`config.mk`:
```
export PLATFORM = sky130hd
export DESIGN_NAME = serial_port
export DESIGN_NICKNAME = d
export VERILOG_FILES = /design/src/rtl/serial_port_pkg.sv /design/src/rtl/serial_port.sv
export SDC_FILE = /design/constraint.sdc
export NUM_CORES = 1
export LEC_CHECK = 0
export BUFFER_PORTS_ARGS = -buffer_cell sky130_fd_sc_hd__buf_4
export CORE_ASPECT_RATIO = 0.75
export CORE_MARGIN = 2
export CORE_UTILIZATION = 50
export CTS_CLUSTER_DIAMETER = 50
export DETAILED_ROUTE_END_ITERATION = 6
export HOLD_SLACK_MARGIN = 0.12
export PLACE_DENSITY = 0.79
export SLEW_MARGIN = 20
export SYNTH_ARGS = -nofsm -noshare
export SYNTH_HDL_FRONTEND = slang
export SYNTH_SLANG_ARGS = --single-unit
```
`constraint.sdc`:
```
create_clock -name CLOCK -period 3.78 [get_ports CLOCK]
set_input_delay 0.378 -clock CLOCK [delete_from_list [all_inputs] [get_ports CLOCK]]
set_output_delay 0.378 -clock CLOCK [all_outputs]
set_load 0.005 [all_outputs]
```
`src/rtl/serial_port_pkg.sv`:
```
// Package: constants, register map and state types of the clocked serial port
package serial_port_pkg;

  // ==========================================================================
  // Register map (byte addresses on the Avalon-MM slave)
  // ==========================================================================
  localparam logic [15:0] MODE_OFFSET = 16'hFF80;
  localparam logic [15:0] SHIFT_OFFSET = 16'hFF88;
  localparam logic [15:0] STATUS_OFFSET = 16'hFF8C;

  // ==========================================================================
  // Mode register fields
  // ==========================================================================
  localparam int TRANSMIT_ENABLE_BIT = 7;
  localparam int RECEIVE_ENABLE_BIT = 6;
  localparam int WAKE_ON_ADDRESS_BIT = 5;
  localparam int DATA_PIN_SELECT_BIT = 4;
  localparam int OPERATING_MODE_HI_BIT = 3;
  localparam int OPERATING_MODE_LO_BIT = 2;
  localparam int CLOCK_SELECT_HI_BIT = 1;
  localparam int CLOCK_SELECT_LO_BIT = 0;
  localparam logic [7:0] MODE_RESET = 8'h00;

  // Operating mode codes
  localparam logic [1:0] MODE_THREE_WIRE_MSB = 2'h0;
  localparam logic [1:0] MODE_THREE_WIRE_LSB = 2'h1;
  localparam logic [1:0] MODE_TWO_WIRE_BUS = 2'h2;

  // Clock select codes
  localparam logic [1:0] CLOCK_EXTERNAL = 2'h0;
  localparam logic [1:0] CLOCK_BAUD_HALF = 2'h1;
  localparam logic [1:0] CLOCK_SLOW = 2'h2;
  localparam logic [1:0] CLOCK_FAST = 2'h3;

  // ==========================================================================
  // Timing: system clock division ratios and serial frame length
  // ==========================================================================
  localparam int SLOW_DIVIDE = 32;
  localparam int FAST_DIVIDE = 8;
  localparam logic [4:0] SLOW_HALF = 5'(SLOW_DIVIDE / 2 - 1);
  localparam logic [4:0] FAST_HALF = 5'(FAST_DIVIDE / 2 - 1);
  localparam logic [3:0] FRAME_LAST_BIT = 4'h7;

  // ==========================================================================
  // Pin drive carrier and whole block state
  // ==========================================================================
  typedef struct packed {
    logic sck_out;
    logic sck_oe_n;
    logic a_out;
    logic a_oe_n;
    logic b_out;
    logic b_oe_n;
  } pin_drive_type;

  typedef struct packed {
    logic [7:0] mode;
    logic [7:0] shifter;
    logic [3:0] bit_count;
    logic busy;
    logic [4:0] half_count;
    logic sck_level;
    logic so_level;
    logic [1:0] sck_sync;
    logic sck_prev;
    logic [1:0] a_sync;
    logic [1:0] b_sync;
    logic waitrequest;
    logic [31:0] readdata;
    logic irq;
    pin_drive_type pins;
  } state_type;

  localparam pin_drive_type PINS_RESET = '{
    sck_out: 1'b1, sck_oe_n: 1'b1, a_out: 1'b1, a_oe_n: 1'b1, b_out: 1'b1, b_oe_n: 1'b1};

  localparam state_type STATE_RESET = '{
    mode: MODE_RESET, shifter: 8'h00, bit_count: 4'h0, busy: 1'b0, half_count: 5'h00,
    sck_level: 1'b1, so_level: 1'b1, sck_sync: 2'h3, sck_prev: 1'b1, a_sync: 2'h3,
    b_sync: 2'h3, waitrequest: 1'b1, readdata: 32'h0000_0000, irq: 1'b0, pins: PINS_RESET};

endpackage

```
`src/rtl/serial_port.sv`:
```
// Clocked serial port: mode register, three-wire shift engine, two-wire data pin drive
`timescale 1ns/1ps

// How it works
// - Each transfer moves one eight-bit frame
// - Mode field picks MSB, LSB or bus mode
// - Output next bit on serial clock fall
// - Sample input bit on serial clock rise
// - Interrupt on eighth rising clock edge
// - Internal clock stops high after eighth rise
// - Clock select: external, baud half, /32, /8
// - Bus mode uses line A or B
// - Pin select ignored in three-wire mode
// - Wake off: interrupt after every transfer
// - Wake on: address-only interrupt, output floats
// - Receive disabled shifts in zeros
// - Transmit disabled floats both data pins
// - Internal clock drives pulses once started
// - External clock edges ignored before start
// - Mode register resets to zero, read/write
// - Bus data pin is open drain
// - Receive starts on enable rise or read
// - No enable-rise start on re-set or with transmit on
// - Both enables off clears clock counter
module serial_port #(
  parameter logic [7:0] OWN_ADDRESS = 8'hA5
) (
  // Clock and reset
  input wire logic CLOCK,
  input wire logic RESETN,
  // Avalon-MM register slave
  input wire logic [15:0] ADDRESS,
  input wire logic READ,
  input wire logic WRITE,
  input wire logic [31:0] WRITEDATA,
  input wire logic [3:0] BYTEENABLE,
  output logic [31:0] READDATA,
  output logic WAITREQUEST,
  // Baud generator tick from same-clock logic
  input wire logic BAUD_TICK,
  // Serial clock pin
  input wire logic SCK_IN,
  output logic SCK_OUT,
  output logic SCK_OE_N,
  // Data line A (serial out / bus line A)
  input wire logic DATA_A_IN,
  output logic DATA_A_OUT,
  output logic DATA_A_OE_N,
  // Data line B (serial in / bus line B)
  input wire logic DATA_B_IN,
  output logic DATA_B_OUT,
  output logic DATA_B_OE_N,
  // Transfer complete
  output logic TRANSFER_DONE_IRQ
);
  import serial_port_pkg::*;

  state_type cur;
  state_type next;

  // ==========================================================================
  // Helpers
  // ==========================================================================
  // Bit that leaves the shift register first for the chosen order
  function automatic logic leaving_bit(input logic [7:0] value, input logic lsb_first);
    leaving_bit = lsb_first ? value[0] : value[7];
  endfunction

  // Shift register after one bit enters at the end opposite the leaving one
  function automatic logic [7:0] shift_in(input logic [7:0] value, input logic lsb_first,
                                          input logic bit_in);
    shift_in = lsb_first ? {bit_in, value[7:1]} : {value[6:0], bit_in};
  endfunction

  // ==========================================================================
  // Mode decode
  // ==========================================================================
  logic transmit_enable;
  logic receive_enable;
  logic wake_on_address;
  logic data_pin_select;
  logic [1:0] operating_mode;
  logic [1:0] clock_select;
  logic two_wire_bus_mode;
  logic lsb_first;
  logic internal_clock;

  assign transmit_enable = cur.mode[TRANSMIT_ENABLE_BIT];
  assign receive_enable = cur.mode[RECEIVE_ENABLE_BIT];
  assign wake_on_address = cur.mode[WAKE_ON_ADDRESS_BIT];
  assign data_pin_select = cur.mode[DATA_PIN_SELECT_BIT];
  assign operating_mode = cur.mode[OPERATING_MODE_HI_BIT:OPERATING_MODE_LO_BIT];
  assign clock_select = cur.mode[CLOCK_SELECT_HI_BIT:CLOCK_SELECT_LO_BIT];
  // Prohibited code 11 falls back to three-wire MSB first
  assign two_wire_bus_mode = (operating_mode == MODE_TWO_WIRE_BUS);
  assign lsb_first = (operating_mode == MODE_THREE_WIRE_LSB);
  assign internal_clock = (clock_select != CLOCK_EXTERNAL);

  // ==========================================================================
  // Next state
  // ==========================================================================
  logic sck_fall;
  logic sck_rise;
  logic half_tick;
  logic start;
  logic access;
  logic serial_in;
  logic [7:0] new_mode;
  logic hold_outputs_off;

  // One process computes the whole next state from the registered state
  always_comb begin
    next = cur;
    sck_fall = 1'b0;
    sck_rise = 1'b0;
    half_tick = 1'b0;
    start = 1'b0;
    serial_in = 1'b0;
    new_mode = cur.mode;
    hold_outputs_off = 1'b0;
    access = (READ || WRITE) && !cur.waitrequest;

    // Pin synchronisers; only the second stage is looked at
    next.sck_sync = {cur.sck_sync[0], SCK_IN};
    next.sck_prev = cur.sck_sync[1];
    next.a_sync = {cur.a_sync[0], DATA_A_IN};
    next.b_sync = {cur.b_sync[0], DATA_B_IN};
    next.irq = 1'b0;

    // Serial clock source: internal divider/baud, or synchronised pin edges
    if (internal_clock) begin
      if (cur.busy) begin
        if (clock_select == CLOCK_BAUD_HALF) begin
          half_tick = BAUD_TICK;
        end else begin
          half_tick = (cur.half_count == ((clock_select == CLOCK_SLOW) ? SLOW_HALF
                                                                       : FAST_HALF));
          next.half_count = half_tick ? 5'h00 : cur.half_count + 5'h01;
        end
        if (half_tick) begin
          next.sck_level = !cur.sck_level;
          sck_fall = cur.sck_level;
          sck_rise = !cur.sck_level;
        end
      end
    end else begin
      // Edges before a start are dropped so the output holds its level
      sck_fall = cur.busy && cur.sck_prev && !cur.sck_sync[1];
      sck_rise = cur.busy && !cur.sck_prev && cur.sck_sync[1];
    end

    // Input bit: pin of the mode, or zero while reception is off
    if (two_wire_bus_mode) begin
      serial_in = data_pin_select ? cur.b_sync[1] : cur.a_sync[1];
    end else begin
      serial_in = cur.b_sync[1];
    end
    serial_in = serial_in && receive_enable;

    // Shift engine: out on fall, in on rise, same register both ways
    if (sck_fall) begin
      next.so_level = leaving_bit(cur.shifter, lsb_first);
    end
    if (sck_rise) begin
      next.shifter = shift_in(cur.shifter, lsb_first, serial_in);
      next.bit_count = cur.bit_count + 4'h1;
      if (cur.bit_count == FRAME_LAST_BIT) begin
        // Eighth rise ends the frame; internal clock rests high
        next.busy = 1'b0;
        next.bit_count = 4'h0;
        next.sck_level = 1'b1;
        if (wake_on_address) begin
          next.irq = two_wire_bus_mode
                     && (shift_in(cur.shifter, lsb_first, serial_in) == OWN_ADDRESS);
        end else begin
          next.irq = 1'b1;
        end
      end
    end

    // Bus slave: one wait cycle, then the access completes
    next.waitrequest = 1'b1;
    if ((READ || WRITE) && cur.waitrequest) begin
      next.waitrequest = 1'b0;
      unique case (ADDRESS)
        MODE_OFFSET: next.readdata = {24'h000000, cur.mode};
        SHIFT_OFFSET: next.readdata = {24'h000000, cur.shifter};
        STATUS_OFFSET: next.readdata = {27'h0000000, cur.busy, cur.bit_count};
        default: next.readdata = 32'h0000_0000;
      endcase
    end
    if (access && WRITE && BYTEENABLE[0]) begin
      unique case (ADDRESS)
        MODE_OFFSET: begin
          new_mode = WRITEDATA[7:0];
          next.mode = new_mode;
          // Only a 0 to 1 step with transmit off starts reception
          start = !cur.mode[RECEIVE_ENABLE_BIT] && new_mode[RECEIVE_ENABLE_BIT]
                  && !new_mode[TRANSMIT_ENABLE_BIT];
        end
        SHIFT_OFFSET: begin
          next.shifter = WRITEDATA[7:0];
          start = transmit_enable;
        end
        default: begin
        end
      endcase
    end
    if (access && READ && (ADDRESS == SHIFT_OFFSET) && receive_enable) begin
      start = 1'b1;
    end

    // A start restarts the frame from bit one
    if (start) begin
      next.busy = 1'b1;
      next.bit_count = 4'h0;
      next.half_count = 5'h00;
      next.sck_level = 1'b1;
    end

    // Both enables off re-aligns the counter to a fresh frame
    if (!new_mode[TRANSMIT_ENABLE_BIT] && !new_mode[RECEIVE_ENABLE_BIT]) begin
      next.busy = 1'b0;
      next.bit_count = 4'h0;
      next.sck_level = 1'b1;
    end

    // Clock pin: driven only for internal sources, idles high
    next.pins.sck_oe_n = !internal_clock;
    next.pins.sck_out = next.sck_level;

    // Data pins; registered from the next-state level so the pins move in the same cycle as the engine
    hold_outputs_off = !transmit_enable || wake_on_address;
    next.pins.a_out = 1'b0;
    next.pins.b_out = 1'b0;
    next.pins.a_oe_n = 1'b1;
    next.pins.b_oe_n = 1'b1;
    if (two_wire_bus_mode) begin
      // Open drain: pull low for a zero, release for a one
      if (data_pin_select) begin
        next.pins.b_oe_n = hold_outputs_off || next.so_level;
      end else begin
        next.pins.a_oe_n = hold_outputs_off || next.so_level;
      end
    end else begin
      next.pins.a_out = next.so_level;
      next.pins.a_oe_n = hold_outputs_off;
    end
  end

  // ==========================================================================
  // State register
  // ==========================================================================
  // Every output below is a bit of this register
  always_ff @(posedge CLOCK or negedge RESETN) begin
    if (!RESETN) begin
      cur <= STATE_RESET;
    end else begin
      cur <= next;
    end
  end

  assign READDATA = cur.readdata;
  assign WAITREQUEST = cur.waitrequest;
  assign SCK_OUT = cur.pins.sck_out;
  assign SCK_OE_N = cur.pins.sck_oe_n;
  assign DATA_A_OUT = cur.pins.a_out;
  assign DATA_A_OE_N = cur.pins.a_oe_n;
  assign DATA_B_OUT = cur.pins.b_out;
  assign DATA_B_OE_N = cur.pins.b_oe_n;
  assign TRANSFER_DONE_IRQ = cur.irq;

endmodule // serial_port

```
==> impl_metrics.py <==
metrics = {
    "power_and_ir_drop": {
        "power-per-cell-area_mw_per_mm2": 289,
        "power.clock.fraction_pct": 32.9,
        "peakVddDrop_mv": 0.236,
        "p_int_mw": 0.703,
        "sw_frac_of_total_pct": 22.8,
        "comb_power_share_pct": 6.9,
        "power_switching_mw": 0.208,
        "power.leakage_nw": 1.34,
        "sequential_group_share_of_total_power_pct": 60.2,
    },
    "synthesis": {
        "syn_area_per_cell_sq_um": 9.95,
        "synth_async_reset_ratio_pct": 100,
        "synth_top_cell_by_area": "sky130_fd_sc_hd__dfrtp_1",
        "warning_count_from_the_yosys_run": 0,
        "proportion_of_netlist_area_held_by_the_largest_area_contributor_pct": 31.7,
        "netlist_area_sq_mm": 0.00277,
        "synth-main-ff-cell": "sky130_fd_sc_hd__dfrtp_1",
        "postSynthCellCount": 278,
        "postSynthRegisterBits": 50,
        "yosys.cell_types.count": 55,
        "fraction_of_the_yosys_area_taken_by_sequential_cells_pct": 45.9,
        "number_of_synthesized_flops_with_an_enable_pin": 0,
        "synth.top_cells.by_area": "sky130_fd_sc_hd__dfrtp_1 32%, sky130_fd_sc_hd__dfstp_2 14%, sky130_fd_sc_hd__buf_4 8.7%",
    },
    "cts": {
        "cts_buffer_depth": 2,
        "cts.sinks": 50,
        "cts_made_buffers": 5,
        "htree_num_levels": 2,
        "clkSlewWorstSetupHoldPaths_ps": 90,
        "clock_tree.root_cell": "sky130_fd_sc_hd__clkbuf_8",
        "clkLatencyLatePin_ps": 300,
        "tritoncts": "done",
    },
    "routing": {
        "via_per_inst": 5.32,
        "initialDrtViolationCount": 136,
        "post_drt_wl_per_cell_um": 14.1,
        "dr_total_vias": 2114,
        "wl_mm": 5.58,
        "drtAntennaViolNets": 0,
        "drtPass1Iterations": 4,
        "drt_drc_violations_left": 0,
    },
    "timing": {
        "fmax_mhz": 396,
        "timing.slew.headroom_pct": 39.5,
        "final_max_slew_viol_count": 0,
        "rsz0062_at_grt": "false",
        "max_slew.worst_pin.slew_ps": 900,
        "report.final.setup_viol": 0,
        "fin_worst_skew_ps": 8.15,
        "layout_worst_path_cycle_share_pct": 66.8,
        "setup-tns-final_ps": 0,
        "hold_viol": 0,
        "timing.final.crit_period_ps": 2520,
    },
    "cells_and_area": {
        "final_std_cells_w_o_fill": 397,
        "fill_cells": 496,
        "insertedDiodeCount": 0,
        "layout.cells.most_common": "sky130_fd_sc_hd__buf_4",
        "syn_to_final_growth_pct": 14.0,
        "multiInputGateArea_sq_mm": 0.00130,
        "final_layout_size_suffix_gt1_share_pct": 29.2,
        "most-common-layout-cells": "51 x sky130_fd_sc_hd__buf_4, 35 x sky130_fd_sc_hd__dfrtp_1, 25 x sky130_fd_sc_hd__conb_1, 24 x sky130_fd_sc_hd__nand2_1, 23 x sky130_fd_sc_hd__o21ai_0",
        "num-nets-final": 385,
        "area.sequential_sq_mm": 0.00127,
    },
    "outcome": {
        "run_status": "finished clean",
    },
    "floorplan": {
        "boundaryPins": 100,
        "initial_util_pct": 51.7,
        "core_area_sq_mm": 0.00535,
        "die_area_sq_mm": 0.00615,
        "number_of_placement_rows": 23,
        "die_width_um": 89.9,
        "die-height_um": 68.4,
    },
    "placement": {
        "place.detailed.instances": 388,
        "port_buffers": 48,
        "dp_hpwl_mm": 4.11,
        "routabilityCongestion": 0.888,
    },
    "global_route": {
        "grt_pass1_vias": 1833,
        "first_pass_grt_wire_length_mm": 9.05,
        "grt.overflow.total": 0,
        "grt_max_degree": 51,
        "grt.total_usage_pct": 19.0,
        "antenna_found_initial": 0,
    },
    "critical_path": {
        "arrival_ps": 2760,
        "launching_element_type_of_the_critical_path": "flop",
        "timing.critical_path.fanout_max": 21,
        "timing.critical_path.required_ps": 4010,
        "cp-end-kind": "flop",
        "criticalPathCategory": "flop to flop",
    },
    "worst_hold_path": {
        "hold_path_class": "input pin to flop",
    },
    "job": {
        "max_cap_violations": 0,
    },
}
synthesized netlist by cell type (all sizes together) (2+ instances only):
cell / count
nand2: 25
nor3b: 2
dfrtp: 35
a21oi: 14
buf: 33
a22oi: 13
nand4: 5
nor4b: 3
mux2i: 7
nand3: 4
nand3b: 3
mux2: 10
or4b: 2
inv: 4
nand2b: 5
clkbuf: 7
dfstp: 15
nor4: 4
nor2: 21
o21ai: 27
nor2b: 4
or3: 3
o21a: 3
ha: 4
or4: 3
layer usage:
layer,vias to the layer above,track usage (%),routed length (um)
li1,1026,-,-
met2,56,31.5,2700
met5,-,0,0
met1,1028,26.1,2580
met3,4,3.74,274
met4,0,4.81,27
worst paths after layout:
kind	from	endpoint	slack (ps)	cells past startpoint
setup / recovery	flop	cur[58]	1260	9
hold / removal	DATA_B_IN	cur[40]	180	1
setup reg to reg	flop	cur[58]	1260	9
hold reg to reg	cur[45]	cur[46]	360	0
max in group asynchronous	RESETN	cur[61]	2730	2
min in group asynchronous	RESETN	cur[51]	620	2
through the flow:
stage	setup WS [ps]	hold WS (ps)	power (mW)	utilization, %	area, sq um
3_5_place_dp	1190	348	0.620	57.2	3060
2_1_floorplan	1150	82.4	0.593	-	2860
6_report	1260	182	0.911	58.9	3150
4_1_cts	1260	173	0.917	58.9	3150
5_1_grt	997	163	0.952	58.9	3150
3_3_place_gp	1200	346	0.619	57.2	3060
worst max-delay path: stages (launching register included):
cell and delay [ps]:
sky130_fd_sc_hd__dfrtp_1 500, sky130_fd_sc_hd__nand4b_1 220, sky130_fd_sc_hd__a21oi_1 310, sky130_fd_sc_hd__mux2_2 250
sky130_fd_sc_hd__ha_1 160, sky130_fd_sc_hd__o21a_1 140, sky130_fd_sc_hd__o21ai_1 70, sky130_fd_sc_hd__buf_4 210
sky130_fd_sc_hd__or4_1 480, sky130_fd_sc_hd__a21oi_1 130
logic make-up (layout without fill, tap and decap cells):
logic type      after synthesis  after routing  share of synthesized area (%)
fa+ha+maj                     4              4                           1.81
simple gates                 90             90                           18.7
xor+xnor                      2              2                          0.634
buf+inv                      44             64                           10.4
compound gates               70             70                           15.8
flops                        50             50                           45.9
other cells                   1             25                          0.136
mux                          17             17                           6.61
power groups by stage:
stage	clock network, mW	registers [mW]	logic (mW)
after global placement	0	0.558	0.0607
after global routing	0.331	0.549	0.0718
after detailed placement	0	0.558	0.0622
after floorplan	0	0.558	0.0357
after CTS	0.305	0.548	0.0632
final	0.299	0.548	0.0629
timing repair:
action                     CTS  global route
hold buffers                 1             0
setup endpoints to repair    0             0
gates resized for setup      0             0
hold endpoints to repair    35             0
buffers inserted             0             0
layout make-up:
type / count / area share (%)
Multi-Input combinational cell: 208 / 41.2
Sequential cell: 50 / 40.3
Inverter: 4 / 0.476
Clock buffer: 6 / 2.30
Clock inverter: 2 / 0.317
Tap cell: 75 / 2.98
Timing Repair Buffer: 52 / 12.5
Power figures use the tool's default switching activity.
